File: src/verilog/ubrg_regs.vh
// Register offsets, field positions, reset values and timing figures of the
// baud-rate generator. Included by the generator top; no logic here.
`ifndef UBRG_REGS_VH
`define UBRG_REGS_VH

`define UBRG_ADDR_W        4
`define UBRG_OFF_PRESCALE  4'h0
`define UBRG_OFF_TX_DIV    4'h1
`define UBRG_OFF_RX_DIV    4'h2
`define UBRG_OFF_MODE      4'h3
`define UBRG_OFF_STATUS    4'h4

`define UBRG_PRS_LSB       0
`define UBRG_PRS_MSB       3
`define UBRG_DIV_LSB       9
`define UBRG_DIV_MSB       15

// 4800 bps from a 1 MHz operating clock: prescale 2^3 at 8 MHz system clock.
`define UBRG_PRESCALE_RST  16'h0003
`define UBRG_DIV_RST       16'hce00

// Connection methods.
`define UBRG_MODE_U2       3'h0
`define UBRG_MODE_U3       3'h1
`define UBRG_MODE_UDIV2    3'h2
`define UBRG_MODE_C4       3'h3
`define UBRG_MODE_C5       3'h4
`define UBRG_MODE_I3       3'h5

`define UBRG_MODE_RST      3'h0

`endif

File: src/verilog/ubrg_rate_counter.v
// One bit-rate tick generator: counts operating clock enables.
// Assumes the enable is a one-cycle pulse on the system clock.
`timescale 1ns/100ps

module ubrg_rate_counter #(
  parameter DIV_W = 7
) (
  input  wire             clk_i,
  input  wire             reset_n_i,
  input  wire             mck_en_i,
  input  wire [DIV_W-1:0] divisor_i,
  output reg              tick_o
);

  // Half-bit period is divisor plus one enables, so a bit takes twice that.
  reg [DIV_W:0] cnt_q;
  wire [DIV_W:0] limit;

  assign limit = {1'b0, divisor_i};

  always @(posedge clk_i)
  begin
    if (!reset_n_i)
    begin
      cnt_q  <= {(DIV_W+1){1'b0}};
      tick_o <= 1'b0;
    end
    else
    begin
      tick_o <= 1'b0;
      if (mck_en_i)
      begin
        if (cnt_q >= limit)
        begin
          cnt_q  <= {(DIV_W+1){1'b0}};
          tick_o <= 1'b1;
        end
        else
        begin
          cnt_q <= cnt_q + {{DIV_W{1'b0}}, 1'b1};
        end
      end
    end
  end

endmodule

File: src/verilog/ubrg_top.v
// Baud-rate generator top: prescaler, transmit and receive rate ticks,
// wake-up use and stop permission. Assumes a single synchronous clock and a
// register port whose strobes are one cycle long and never overlap.
//
// The strobed register port and the placing of the registers were left to the implementer.
`timescale 1ns/100ps
`include "ubrg_regs.vh"

// Functional notes
// - Operating clock is system clock over 2^prescale.
// - Divisor bits 15..9 give rate mck/(2(div+1)).
// - Separate transmit and receive divisors, shared prescaler.
// - Wake-up used in three-wire, branch, five-wire.
// - Reset defaults give 4800 bps both ways.
// - Stop allowed only two-wire async at 4800.
module ubrg_top #(
  parameter DIV_W = 7
) (
  input  wire                    clk_i,
  input  wire                    reset_n_i,
  input  wire [`UBRG_ADDR_W-1:0] addr_i,
  input  wire [15:0]             wdata_i,
  input  wire                    wr_i,
  input  wire                    rd_i,
  output reg  [15:0]             rdata_o,
  output wire                    mck_en_o,
  output wire                    tx_tick_o,
  output wire                    rx_tick_o,
  output reg                     wakeup_use_o,
  output reg                     stop_allow_o
);

  reg  [15:0] prescale_q;
  reg  [15:0] tx_div_q;
  reg  [15:0] rx_div_q;
  reg  [2:0]  mode_q;
  reg  [14:0] pre_cnt_q;
  reg         mck_en_q;
  wire [3:0]  prs;
  wire [14:0] pre_mask;
  wire        async_two_wire_select;
  wire [2*DIV_W-1:0] div_flat;
  wire [1:0]  tick;
  reg         wakeup_use_d;
  reg         stop_allow_d;

  assign prs = prescale_q[`UBRG_PRS_MSB:`UBRG_PRS_LSB];
  assign async_two_wire_select = (mode_q == `UBRG_MODE_U2);

  // Register writes; reset values give the 4800 bps default.
  always @(posedge clk_i)
  begin
    if (!reset_n_i)
    begin
      prescale_q <= `UBRG_PRESCALE_RST;
      tx_div_q   <= `UBRG_DIV_RST;
      rx_div_q   <= `UBRG_DIV_RST;
      mode_q     <= `UBRG_MODE_RST;
    end
    else if (wr_i)
    begin
      case (addr_i)
        `UBRG_OFF_PRESCALE:
        begin
          prescale_q <= wdata_i;
        end
        `UBRG_OFF_TX_DIV:
        begin
          tx_div_q <= wdata_i;
        end
        `UBRG_OFF_RX_DIV:
        begin
          rx_div_q <= wdata_i;
        end
        `UBRG_OFF_MODE:
        begin
          mode_q <= wdata_i[2:0];
        end
        default:
        begin
          mode_q <= mode_q;
        end
      endcase
    end
  end

  // Read data stands in the cycle after the strobe only.
  always @(posedge clk_i)
  begin
    if (!reset_n_i)
    begin
      rdata_o <= 16'h0000;
    end
    else if (rd_i)
    begin
      case (addr_i)
        `UBRG_OFF_PRESCALE:
        begin
          rdata_o <= prescale_q;
        end
        `UBRG_OFF_TX_DIV:
        begin
          rdata_o <= tx_div_q;
        end
        `UBRG_OFF_RX_DIV:
        begin
          rdata_o <= rx_div_q;
        end
        `UBRG_OFF_MODE:
        begin
          rdata_o <= {13'h0000, mode_q};
        end
        `UBRG_OFF_STATUS:
        begin
          rdata_o <= {14'h0000, stop_allow_o, wakeup_use_o};
        end
        default:
        begin
          rdata_o <= 16'h0000;
        end
      endcase
    end
    else
    begin
      rdata_o <= 16'h0000;
    end
  end

  // A free-running counter gives an enable once every 2^prs cycles, which
  // avoids a derived clock and keeps the whole block on one clock tree.
  assign pre_mask = (15'h0001 << prs) - 15'h0001;

  always @(posedge clk_i)
  begin
    if (!reset_n_i)
    begin
      pre_cnt_q <= 15'h0000;
      mck_en_q  <= 1'b0;
    end
    else
    begin
      pre_cnt_q <= pre_cnt_q + 15'h0001;
      mck_en_q  <= ((pre_cnt_q & pre_mask) == pre_mask);
    end
  end

  assign mck_en_o = mck_en_q;

  // Channel 0 is transmit and channel 1 receive; both share one enable.
  assign div_flat = {rx_div_q[`UBRG_DIV_MSB:`UBRG_DIV_LSB],
                     tx_div_q[`UBRG_DIV_MSB:`UBRG_DIV_LSB]};

  genvar ch;
  generate
    for (ch = 0; ch < 2; ch = ch + 1)
    begin : g_rate
      ubrg_rate_counter #(
        .DIV_W (DIV_W)
      ) u_rate (
        .clk_i     (clk_i),
        .reset_n_i (reset_n_i),
        .mck_en_i  (mck_en_q),
        .divisor_i (div_flat[ch*DIV_W +: DIV_W]),
        .tick_o    (tick[ch])
      );
    end
  endgenerate

  assign tx_tick_o = tick[0];
  assign rx_tick_o = tick[1];

  // Wake-up use follows the connection method alone.
  always @*
  begin
    case (mode_q)
      `UBRG_MODE_U3:    wakeup_use_d = 1'b1;
      `UBRG_MODE_UDIV2: wakeup_use_d = 1'b1;
      `UBRG_MODE_C5:    wakeup_use_d = 1'b1;
      default:          wakeup_use_d = 1'b0;
    endcase
  end

  // Stop is allowed only while both directions still hold the default rate,
  // which is the only setting known to be 4800 bps at the 8 MHz system clock.
  always @*
  begin
    stop_allow_d = async_two_wire_select &&
                   (prescale_q == `UBRG_PRESCALE_RST) &&
                   (tx_div_q == `UBRG_DIV_RST) &&
                   (rx_div_q == `UBRG_DIV_RST);
  end

  always @(posedge clk_i)
  begin
    if (!reset_n_i)
    begin
      wakeup_use_o <= 1'b0;
      stop_allow_o <= 1'b0;
    end
    else
    begin
      wakeup_use_o <= wakeup_use_d;
      stop_allow_o <= stop_allow_d;
    end
  end

endmodule

File: config.mk
export PLATFORM = sky130hd
export DESIGN_NAME = ubrg_top
export DESIGN_NICKNAME = d
export VERILOG_FILES = /design/src/verilog/ubrg_rate_counter.v /design/src/verilog/ubrg_top.v
export VERILOG_INCLUDE_DIRS = /design/src /design/src/verilog
export SDC_FILE = /design/constraint.sdc
export NUM_CORES = 1
export LEC_CHECK = 0
export BUFFER_PORTS_ARGS = -buffer_cell sky130_fd_sc_hd__buf_2
export CAP_MARGIN = 20
export CORE_MARGIN = 1
export CORE_UTILIZATION = 45
export CTS_CLUSTER_SIZE = 8
export DETAILED_ROUTE_END_ITERATION = 10
export PLACE_DENSITY_LB_ADDON = 0.1
export SLEW_MARGIN = 20
export SYNTH_ARGS = -nofsm -noshare
export SYNTH_HDL_FRONTEND = slang
export SYNTH_SLANG_ARGS = --single-unit
File: constraint.sdc
create_clock -name clk_i -period 2.6 [get_ports clk_i]
set_clock_uncertainty 0.15 [all_clocks]
set_input_delay 0.13 -clock clk_i [delete_from_list [all_inputs] [get_ports clk_i]]
set_output_delay 0.13 -clock clk_i [all_outputs]
set_load 0.03 [all_outputs]
# Word level (Yosys, flattened, before mapping)
# Index checks and enable logic that the tools add are counted.
[totals] input_bits=24 elab_cells=50 output_inout_bits=21 reg_bits=103
[op_classes] n_eq_ne=11 bitwise_logic=1 magnitude_cmp=2 n_shift=1 n_reduce_logical=12 muxes=6 add_sub_neg=4
[ops] cell="one-hot mux 16 bit (5 select lines)" n=1
[ops] cell="== test 16 bit, second input constant" n=2
[ops] cell="adder 8 x 1 -> 8 bit, second input constant" n=2
[ops] cell="== test 16 x 2 -> 1 bit, second input constant" n=1
[ops] cell="greater-or-equal comparator 8 x 7 -> 1 bit" n=2
[ops] cell="2-to-1 mux 8 bit" n=2
[ops] cell="adder 15 x 1 -> 15 bit, second input constant" n=1
[ops] cell="AND 15 bit" n=1
[ops] cell="== test 15 bit" n=1
[ops] cell="<< shifter 1 x 4 -> 15 bit, first input constant" n=1
[ops] cell="subtractor 15 x 1 -> 15 bit, second input constant" n=1
[ops] cell="AND reduction 2 bit" n=6
[ops] cell="== test 4 x 2 -> 1 bit, second input constant" n=2
[ops] cell="== test 4 x 1 -> 1 bit, second input constant" n=1
[ops] cell="== test 4 x 3 -> 1 bit, second input constant" n=1
[ops] cell="zero test 4 bit" n=1
[ops] cell="== test 3 x 1 -> 1 bit, second input constant" n=1
[ops] cell="== test 3 x 2 -> 1 bit, second input constant" n=1
[ops] cell="== test 3 bit, second input constant" n=1
[ops] cell="logical AND 1 bit" n=3
[ops] cell="zero test 3 bit" n=1
[ops] cell="2-to-1 mux 1 bit" n=3
[ops] cell="OR reduction 3 bit" n=1

# Logic depth before layout (Yosys ltp)
# Gate-level depths: netlist of the first run.
[depth] word_depth=4 depth_mapped=10 depth_no_buf=9

# Modules after synthesis
# Synthesis of the first run repeated with hierarchy kept, for this count alone.
[hier_totals] cells_unflattened=571 hier_area_um2=4921.0
[by_module_without_submodules] module="ubrg_top" seq_area_each_um2=1701.6 area_per_inst_um2=3792.4 instances=1 cells_per_inst=445
[by_module_without_submodules] module="ubrg_rate_counter" seq_area_each_um2=180.2 area_per_inst_um2=564.3 instances=2 cells_per_inst=63

# Worst setup path before layout of the first run
# Ideal clock, no wire load.
[synth_path] kind="reg2reg" start="reg prescale_q[2]" end="reg mck_en_q, in the netlist mck_en_o" arrival_time_ps=2036 setup_ps=127 synth_period_minus_slack_ps=2313 stages_incl_launch_ff=11 path_buffers=1 t_required_ps=2323 slack_ps=287 cell_sequence="dfxtp_1 clkbuf_1 nor2_1 nand2_1 or2_2 ha_1 or2_2 o21ai_0 nand2_1 a311oi_1 nor4_1"
[synth_via] elab_chain_len=4
[synth_lines] element="from (decl)" line_no="ubrg_top.v:33" text="reg [15:0] prescale_q;"
[synth_lines] element="from (signal assigned)" line_no="ubrg_top.v:55" text="prescale_q <= `UBRG_PRESCALE_RST;"
[synth_lines] element="from (signal assigned)" line_no="ubrg_top.v:65" text="prescale_q <= wdata_i;"
[synth_lines] element="<< shifter 1 x 4 -> 15 bit *" line_no="ubrg_top.v:131" text="assign pre_mask = (15'h0001 << prs) - 15'h0001;"
[synth_lines] element="subtractor 15 x 1 -> 15 bit *" line_no="ubrg_top.v:131"
[synth_lines] element="AND 15 bit" line_no="ubrg_top.v:143" text="mck_en_q <= ((pre_cnt_q & pre_mask) == pre_mask);"
[synth_lines] element="== test 15 bit *" line_no="ubrg_top.v:143"
[synth_lines] element="to (signal assigned)" line_no="ubrg_top.v:143"
[synth_lines] element="to (decl)" line_no="ubrg_top.v:38" text="reg mck_en_q;"
# Every way passes the cells marked *; elsewhere a longest branch is shown, timed or not.
# A chain may end at the register's enable or synchronous reset.

# Worst setup path after layout of the first run
# Same ends and word-level chain as after synthesis.

==> reports/qor.csv, run 1 <==
stage;metric;value;unit
clock_network;clock_path_buffers;2;
timing;timing.final.crit_share;0.921;
logic_synthesis;ys_top_cells_by_area;dfxtp_1 (44%), nand2_1 (9.4%), a21boi_1 (5.6%);
flow_run;drv_cap;0;
route;drc;0;
die;ios;45;
die;start_util;0.462;
critical_path;cp.required;2.71;ns
power;seqPwrFrac;0.503;
power;switching_share;0.218;
clock_network;cts_tree;yes;
timing;slew_viol_final;0;
logic_synthesis;netlist_instances;548;
grt;grt_pass1_vias;3959;
logic_synthesis;synth_area;4730;um2
status;status;finished, final reports clean;
timing;slew_headroom;0.588;
timing;final_hold_viol_count;0;
die;dieArea;10900;um2
logic_synthesis;ys_seq_area_frac;0.436;
critical_path;reg2regPathDepth;9;
route;viasPerCell;5.49;
route;drtIter0Drc;262;
critical_path;critPathBufInv;0;
critical_path;cp_cell_sequence;nor2_2, nand2_1, or2_2, ha_1, or2_2, o21ai_0, nand2_1, a311oi_1, nor4_1;
final_layout;num-nets-final;645;
placement;hpwl;8140;um
grt;antenna_found_initial;0;
timing;setup_slack;0.204;ns
timing;fmax;0.417;GHz
grt;grt_max_degree;34;
clock_network;clk_latency;0.38;ns
power;p_comb_frac;0.064;
power;pwr-share-clk;0.434;
critical_path;worstSetupStartpointType;flop;
logic_synthesis;postSynthAreaPerCell;8.62;um2
final_layout;syn_to_final_growth;17.4;%
clock_network;clk_pin_slew;0.09;ns
logic_synthesis;synth_fp_nets;590;
route;wl_per_cell;15.9;um
power;power_density;583;nW/um2
critical_path;crit_start;prescale_q[2];
clock_network;root_buffer;clkbuf_8;
critical_path;critPathTopFamily;simple AND/OR/NAND/NOR gates;
die;fp.dieH;104;um
timing;finalCriticalPeriod;2.40;ns
power;leakagePower;0.00218;uW
final_layout;diodes;0;
critical_path;endpoint;mck_en_o;
power;p_switching;706;uW
critical_path;worstSetupPathDepth;9;
die;rows;37;
clock_network;cts_sinks;103;
route;wirelength;11800;um
critical_path;crit_path_end_kind;flop;
route;ant_nets;0;
logic_synthesis;synth_top_flop_cell;dfxtp_1;
timing;setup_viol;0;
critical_path;r2r_slack;0.20;ns
critical_path;worstPathArrival;2.51;ns
logic_synthesis;yosysMostFrequentCell;nand2_1;
timing;tightest_slew;0.616;ns
critical_path;r2r_start;prescale_q[2];
critical_path;cp_max_fo;7;
logic_synthesis;ys_seq_elements;103;
logic_synthesis;yosysTopAreaCell;dfxtp_1;
clock_network;numCtsBuffers;9;
route;vias;4084;
power;total_power;3230;uW
placement;dp_slack;0.232;ns
placement;io_buffers;44;
critical_path;critPathKind;reg -> reg;
grt;grt_pass1_wl;19900;um
logic_synthesis;synth_edf_count;0;
die;coreArea;10200;um2
logic_synthesis;yosys_warnings;0;
logic_synthesis;yosys-top-cells-count;nand2_1 (118), dfxtp_1 (103), nor2_1 (41);
critical_path;r2r-end;mck_en_o;
clock_network;cts_htree_levels;3;
power;internal_power;2530;uW
power;vdd_ir_drop_max;0.451;mV
placement;gp_congestion;0.851;
final_layout;drive_gt1_frac;0.132;
critical_path;cp_slowest_stage_delay;0.34;ns
logic_synthesis;yosysUniqueCellTypes;45;
route;drt_first_pass_iters;6;
logic_synthesis;synth_top_area_share;0.436;
grt;track_usage;0.229;
critical_path;crit_slowest_cell;or2_2;
min_path;hp-class;in -> reg;
grt;overflow;0;
clock_network;postCtsSetupRepairBufs;0;
logic_synthesis;synthArstFlopShare;0;
die;die_w;104;um
-- sequential cells by signal, indices dropped and copies added (netlist names) --
register and count:
mode_q 3, prescale_q 16, stop_allow_o 1, g_rate.u_rate.tick_o 2, wakeup_use_o 1, tx_div_q 16
g_rate.u_rate.cnt_q 16, mck_en_o 1, rdata_o 16, pre_cnt_q 15, rx_div_q 16
-- layout make-up --
class	instances	area, um2
Clock inverter	7	168
Clock buffer	9	124
Tap cell	136	170
Timing Repair Buffer	73	483
Multi-Input combinational cell	396	2470
Fill cell	974	4680
Inverter	20	75.1
Sequential cell	103	2060
-- power groups by stage --
stage	logic [uW]	registers, uW	clock network [uW]
floorplan	109	1660	0
global placement	180	1660	0
detailed placement	183	1660	0
CTS	204	1630	1440
global route	226	1630	1490
finish	206	1630	1400
-- repair_timing --
action,CTS,global route
hold buffers,18,0
resized for setup,0,1
hold endpoints to repair,51,0
setup endpoints to repair,0,1
-- layer usage --
metal  track usage  vias to the layer above  wire, um
li1              -                     2031         -
met1         0.306                     1927      5470
met2         0.371                      112      5510
met3        0.0432                       14       658
met4        0.0714                        0       165
met5             0                        -         0
-- per-stage QoR --
stage	TNS, ns	std cells	utilization	instance area, um2	hold slack [ns]
4_1_cts	0	744	0.542	5550	0.0567
3_5_place_dp	0	710	0.496	5070	0.247
6_report	0	744	0.542	5550	0.0813
5_1_grt	-0.0108	744	0.542	5550	0.0916
2_1_floorplan	0	548	-	4730	0.104
3_3_place_gp	0	710	0.496	5070	0.241
-- placed cells by master (no fill, tap or decap), types with 3 or more instances in the layout --
cell type,count
a21boi_0,14
a21boi_1,35
a21oi_1,6
a222oi_1,16
and2_1,13
buf_2,44
buf_4,11
bufinv_16,5
clkbuf_8,9
dfxtp_1,103
dlygate4sd3_1,18
ha_1,18
inv_1,20
nand2_1,118
nand3_1,21
nand4_1,10
nor2_1,40
nor2b_1,6
nor4_1,12
o211ai_1,13
o21ai_0,13
o21ai_1,4
or3_1,3
xnor2_1,9
xor2_1,12
-- how the worst min path moves through the flow --
| stage | to | cells after the start | slack [ns] | startpoint |
|---|---|---|---|---|
| 2_1_floorplan | prescale_q[1] | 2 | 0.10 | wdata_i[1] |
| 3_3_place_gp | tx_div_q[9] | 3 | 0.24 | wdata_i[9] |
| 3_5_place_dp | tx_div_q[9] | 3 | 0.25 | wdata_i[9] |
| 4_1_cts | rdata_o[2] | 4 | 0.06 | addr_i[1] |
| 5_1_grt | rdata_o[2] | 4 | 0.09 | addr_i[2] |
| 6_report | rdata_o[2] | 4 | 0.08 | addr_i[1] |
-- cells by family (layout without fill, tap and decap cells) --
family	after synthesis	after routing	share of synthesized area
fa+ha+maj	18	18	0.0477
buf+inv	49	109	0.0424
xor+xnor	21	21	0.0389
compound gates	116	116	0.191
flops	103	103	0.436
simple gates	241	241	0.244
-- worst register-to-register path, cell delays in order, from the launching register on --
cell,delay [ns]
dfxtp_1,0.33
nor2_2,0.20
nand2_1,0.09
or2_2,0.28
ha_1,0.26
or2_2,0.34
o21ai_0,0.18
nand2_1,0.08
a311oi_1,0.28
nor4_1,0.09
Power figures use the tool's default switching activity.
==> run 2: changes to the inputs <==
- CAP_MARGIN: 20 -> 10
- CORE_UTILIZATION: 45 -> 35
==> reports/qor.csv, run 2 (synthesis results as in run 1) <==
stage;metric;value;unit;change
final_layout;drive_gt1_frac;0.131;;-0.000216
final_layout;final_cell_count_no_fill;785;;+5.5%
die;rows;42;;+14%
timing;timing.final.crit_share;0.906;;-0.0151
die;fp.dieH;118;um;+13%
critical_path;r2r_slack;0.24;ns;+0.04 ns
die;dieArea;14000;um2;+28%
die;start_util;0.358;;-0.104
timing;fin_tns_setup;0;ns;unchanged
timing;finalCriticalPeriod;2.36;ns;-0.0392 ns
power;vdd_ir_drop_max;0.380;mV;-16%
route;viasPerCell;5.24;;-4.5%
route;wl_per_cell;16.2;um;+1.9%
critical_path;cp_cell_sequence;nor2_1, nand2_1, or2_2, ha_1, nor2b_1, a21boi_0, a311oi_1, nand2_1, nor4_1;;
route;vias;4113;;+0.71%
critical_path;critPathKind;reg -> reg;;
power;leakagePower;0.00219;uW;+0.57%
timing;slew_viol_final;0;;unchanged
clock_network;cts_tree;yes;;
route;drc;0;;unchanged
clock_network;cts_sinks;103;;unchanged
critical_path;r2r-end;mck_en_o;;
placement;gp_congestion;0.767;;-9.8%
critical_path;crit_slowest_cell;dfxtp_1;;
critical_path;cp_max_fo;7;;unchanged
placement;hpwl;8900;um;+9.3%
die;coreArea;13200;um2;+29%
route;drt_first_pass_iters;5;;-1
final_layout;fin_util;0.426;;-0.116
min_path;hp-class;in -> reg;;
critical_path;cp_common_cell;nand2_1;;
critical_path;crit_start;prescale_q[2];;
timing;final_hold_viol_count;0;;unchanged
critical_path;worstSetupPathDepth;9;;unchanged
flow_run;drv_cap;0;;unchanged
power;power_density;576;nW/um2;-1.1%
status;status;finished, final reports clean;;
route;ant_nets;0;;unchanged
grt;grt_max_degree;52;;+53%
critical_path;r2r_start;prescale_q[2];;
critical_path;cp.required;2.71;ns;about the same
placement;dp.cells;751;;+5.8%
critical_path;worstPathArrival;2.47;ns;-0.04 ns
route;wirelength;12700;um;+7.5%
clock_network;postCtsSetupRepairBufs;0;;unchanged
grt;grt_pass1_vias;3926;;-0.83%
clock_network;clk_pin_slew;0.07;ns;-0.02 ns
clock_network;numCtsBuffers;9;;unchanged
timing;rsz0062_at_grt;false;;
timing;setup_viol;0;;unchanged
grt;track_usage;0.190;;-0.0384
critical_path;worstSetupStartpointType;flop;;
final_layout;syn_to_final_growth;18.9;%;
critical_path;crit_path_end_kind;flop;;
grt;overflow;0;;unchanged
timing;tightest_slew;0.664;ns;+0.0482 ns
critical_path;cp_slowest_stage_delay;0.31;ns;-0.03 ns
final_layout;num-nets-final;646;;+0.16%
clock_network;root_buffer;clkbuf_16;;
final_layout;fill_cells;1341;;+38%
critical_path;critPathTopFamily;simple AND/OR/NAND/NOR gates;;
final_layout;final_cell_mix;nand2_1 (118), dfxtp_1 (103), buf_2 (44);;
final_layout;diodes;0;;unchanged
route;drtIter0Drc;361;;+38%
timing;slew_headroom;0.557;;-0.0311
die;ios;45;;unchanged
final_layout;final_common_cell;nand2_1;;
critical_path;reg2regPathDepth;9;;unchanged
placement;io_buffers;44;;unchanged
power;total_power;3240;uW;+0.15%
die;die_w;118;um;+13%
clock_network;clock_path_buffers;2;;unchanged
timing;fmax;0.424;GHz;+1.7%
clock_network;clk_latency;0.36;ns;-0.02 ns
grt;antenna_found_initial;0;;unchanged
clock_network;cts_htree_levels;3;;unchanged
critical_path;endpoint;mck_en_o;;
critical_path;critPathBufInv;0;;unchanged
grt;grt_pass1_wl;20800;um;+4.8%
-- run 2: changes by cell type in the layout (fill, tap and decap cells not counted), moves of 2 or more --
cell / before / now
clkbuf_16: 0 / 9
clkinv_4: 1 / 3
clkbuf_8: 9 / 0
bufinv_16: 5 / 1
-- run 2: worst min path at each step --
stage,startpoint,endpoint,cells past startpoint
final,rd_i,rdata_o[3],4
after CTS,rd_i,rdata_o[3],4
after global placement,reset_n_i,prescale_q[1],2
after floorplan,wdata_i[1],prescale_q[1],2
after detailed placement,wdata_i[4],tx_div_q[4],3
after global routing,rd_i,rdata_o[3],4
-- run 2: final cells by class --
class / instances / area, um2 / share of cell area
well taps: 176 / 220 / 0.0392
repair buffers: 74 / 490 / 0.0873
multi-input cells: 396 / 2460 / 0.439
inverters: 20 / 75.1 / 0.0134
clock inverters: 7 / 81.3 / 0.0145
clock buffers: 9 / 225 / 0.0401
flip-flops and latches: 103 / 2060 / 0.367
-- run 2: repair_timing --
| item | CTS | global route |
|---|---|---|
| endpoints found under the setup margin | 0 | 0 |
| hold buffers | 18 | 0 |
| resized for setup | 0 | 0 |
| hold endpoints to repair | 51 | 0 |
-- run 2: metrics by stage --
stage / setup slack, ns / cell area [um2] / hold WS, ns
after floorplan: 0.287 / 4730 / 0.104
after global placement: 0.322 / 5130 / 0.243
after detailed placement: 0.257 / 5130 / 0.250
after CTS: 0.238 / 5620 / 0.128
after global routing: 0.0308 / 5620 / 0.167
final: 0.244 / 5620 / 0.138
-- run 2: per-layer routing --
| layer | wire length, um | vias up | track usage |
|---|---|---|---|
| li1 | - | 2040 | - |
| met1 | 6060 | 1962 | 0.257 |
| met2 | 5850 | 100 | 0.302 |
| met3 | 637 | 11 | 0.0502 |
| met4 | 146 | 0 | 0.0441 |
| met5 | 0 | - | 0 |
-- run 2: where the power goes --
| part | total [uW] | switching [uW] | internal [uW] |
|---|---|---|---|
| logic | 207 | 116 | 91.1 |
| registers | 1630 | 28.3 | 1600 |
| clock network | 1400 | 644 | 760 |
| total | 3240 | 788 | 2450 |
-- run 2: tightest hold or removal path, cell delays in order --
cell,delay (ns)
buf_2,0.08
o211ai_1,0.08
buf_4,0.22
nor2_1,0.11
==> run 3: changes to the inputs <==
- BUFFER_PORTS_ARGS: -buffer_cell sky130_fd_sc_hd__buf_2 -> unset
- DONT_BUFFER_PORTS: unset -> 1
==> reports/qor.csv, run 3 (synthesis results as in run 1) <==
stage;metric;value;unit;change
critical_path;endpoint;mck_en_o;;
die;coreArea;13200;um2;unchanged
power;switching_share;0.232;;-0.0115
clock_network;cts_resized;0;;unchanged
timing;fin_hold_ws;0.0219;ns;-0.116 ns
grt;track_usage;0.192;;+0.00179
critical_path;crit_slowest_cell;or2_2;;
critical_path;cp_max_fo;7;;unchanged
timing;rsz0062_at_grt;false;;
clock_network;root_buffer;clkbuf_16;;
timing;fmax;0.423;GHz;-0.25%
grt;grt_pass1_wl;20900;um;+0.30%
route;wl_per_cell;16.9;um;+4.7%
critical_path;cp_slowest_stage_delay;0.34;ns;+0.03 ns
final_layout;drive_gt1_frac;0.0575;;-0.0739
route;drtIter0Drc;314;;-13%
route;drc;0;;unchanged
clock_network;cts_tree;yes;;
grt;overflow;0;;unchanged
die;dieArea;14000;um2;unchanged
clock_network;cts_hold_buf;29;;+11
power;p_comb_frac;0.057;;-0.007
flow_run;drv_cap;0;;unchanged
placement;hpwl;8720;um;-2.1%
final_layout;final_cell_mix;nand2_1 (118), dfxtp_1 (103), nor2_1 (41);;
clock_network;clk_pin_slew;0.07;ns;about the same
die;start_util;0.358;;unchanged
die;ios;45;;unchanged
timing;tightest_slew;0.665;ns;+0.000818 ns
power;leakagePower;0.00201;uW;-8.4%
critical_path;critPathKind;reg -> reg;;
critical_path;worstSetupStartpointType;flop;;
final_layout;fill_cells;1365;;+1.8%
clock_network;cts_htree_levels;3;;unchanged
clock_network;numCtsBuffers;9;;unchanged
timing;setup_viol;0;;unchanged
timing;fin_tns_setup;0;ns;unchanged
critical_path;crit_path_end_kind;flop;;
grt;grt_max_degree;79;;+52%
clock_network;postCtsSetupRepairBufs;0;;unchanged
route;ant_nets;0;;unchanged
status;status;finished, final reports clean;;
critical_path;crit_start;prescale_q[2];;
die;rows;42;;unchanged
grt;grt_use_met2;0.306;;+0.00368
placement;gp_congestion;0.856;;+12%
power;pwr-share-clk;0.427;;-0.007
min_path;hp-class;in -> reg;;
final_layout;final_common_cell;nand2_1;;
timing;slew_headroom;0.556;;-0.00162
placement;io_buffers;0;;-100%
power;internal_power;2430;uW;-0.66%
grt;use_met1;0.252;;-0.00477
critical_path;cp.required;2.69;ns;-0.02 ns
timing;finalCriticalPeriod;2.36;ns;+0.00599 ns
power;seqPwrFrac;0.516;;+0.014
final_layout;num-nets-final;611;;-5.4%
critical_path;r2r-end;mck_en_o;;
critical_path;worstPathArrival;2.45;ns;-0.02 ns
critical_path;reg2regPathDepth;9;;unchanged
power;p_switching;735;uW;-6.8%
final_layout;diodes;0;;unchanged
final_layout;syn_to_final_growth;16.3;%;
route;wirelength;12700;um;about the same
timing;slew_viol_final;0;;unchanged
die;die_w;118;um;unchanged
clock_network;clock_path_buffers;2;;unchanged
route;vias;3951;;-3.9%
timing;timing.final.crit_share;0.909;;+0.00230
power;power_density;577;nW/um2;about the same
power;vdd_ir_drop_max;0.393;mV;+3.3%
route;viasPerCell;5.27;;+0.54%
route;drt_first_pass_iters;5;;unchanged
grt;grt_pass1_vias;3893;;-0.84%
critical_path;r2r_slack;0.24;ns;about the same
grt;antenna_found_initial;0;;unchanged
power;total_power;3170;uW;-2.2%
grt;use_met3;0.0487;;-0.00145
critical_path;r2r_start;prescale_q[2];;
critical_path;cp_cell_sequence;nor2_1, nand2_1, or2_2, ha_1, or2_2, o21ai_0, nand2_1, a311oi_1, nor4_1;;
clock_network;cts_sinks;103;;unchanged
clock_network;clk_latency;0.36;ns;about the same
grt;busiest_layer;met2;;
die;fp.dieH;118;um;unchanged
timing;final_hold_viol_count;0;;unchanged
==> run 3: final cells by class <==
cell class / instances / area, um2 / area share
Multi-Input combinational cell: 396 / 2460 / 0.448
Sequential cell: 103 / 2060 / 0.375
Timing Repair Buffer: 39 / 383 / 0.0697
Clock buffer: 11 / 233 / 0.0424
Tap cell: 176 / 220 / 0.0401
Inverter: 20 / 75.1 / 0.0137
Clock inverter: 5 / 57.6 / 0.0105
==> run 3: critical path, delay by kind of cell (launching register included) <==
| family | cells | cell delay, ns |
|---|---|---|
| AND/OR/NAND/NOR | 6 | 1.12 |
| adder cells (fa/ha/maj) | 1 | 0.27 |
| flip-flops | 1 | 0.31 |
| AO/OA/AOI/OAI | 2 | 0.42 |
==> run 3: worst min-delay path by stage <==
stage	depth (start not counted)	startpoint	slack, ns	endpoint
floorplan	2	wdata_i[1]	0.10	prescale_q[1]
global placement	1	reset_n_i	0.06	prescale_q[1]
detailed placement	1	reset_n_i	0.07	prescale_q[1]
CTS	3	wr_i	0.007	tx_div_q[5]
global route	3	wr_i	0.03	tx_div_q[7]
finish	3	wr_i	0.02	tx_div_q[7]
==> run 3: power by group through the flow <==
stage | clock (uW) | combinational [uW] | sequential [uW]
after floorplan | 0 | 109 | 1660
after global placement | 0 | 117 | 1670
after detailed placement | 0 | 119 | 1670
after CTS | 1390 | 183 | 1630
after global routing | 1450 | 202 | 1640
final | 1350 | 182 | 1630
==> run 3: per-layer routing <==
layer  up-vias  share of wire
li1       1961              -
met1      1883           0.47
met2        95           0.46
met3        12          0.060
met4         0          0.013
met5         -              0
==> run 3: through the flow <==
step	instances	setup WS, ns	utilization	instance area [um2]
after floorplan	548	0.287	-	4730
after global routing	750	0.0483	0.417	5490
after CTS	750	0.242	0.417	5490
after detailed placement	705	0.255	0.371	4900
after global placement	705	0.312	0.371	4900
final	750	0.238	0.417	5490
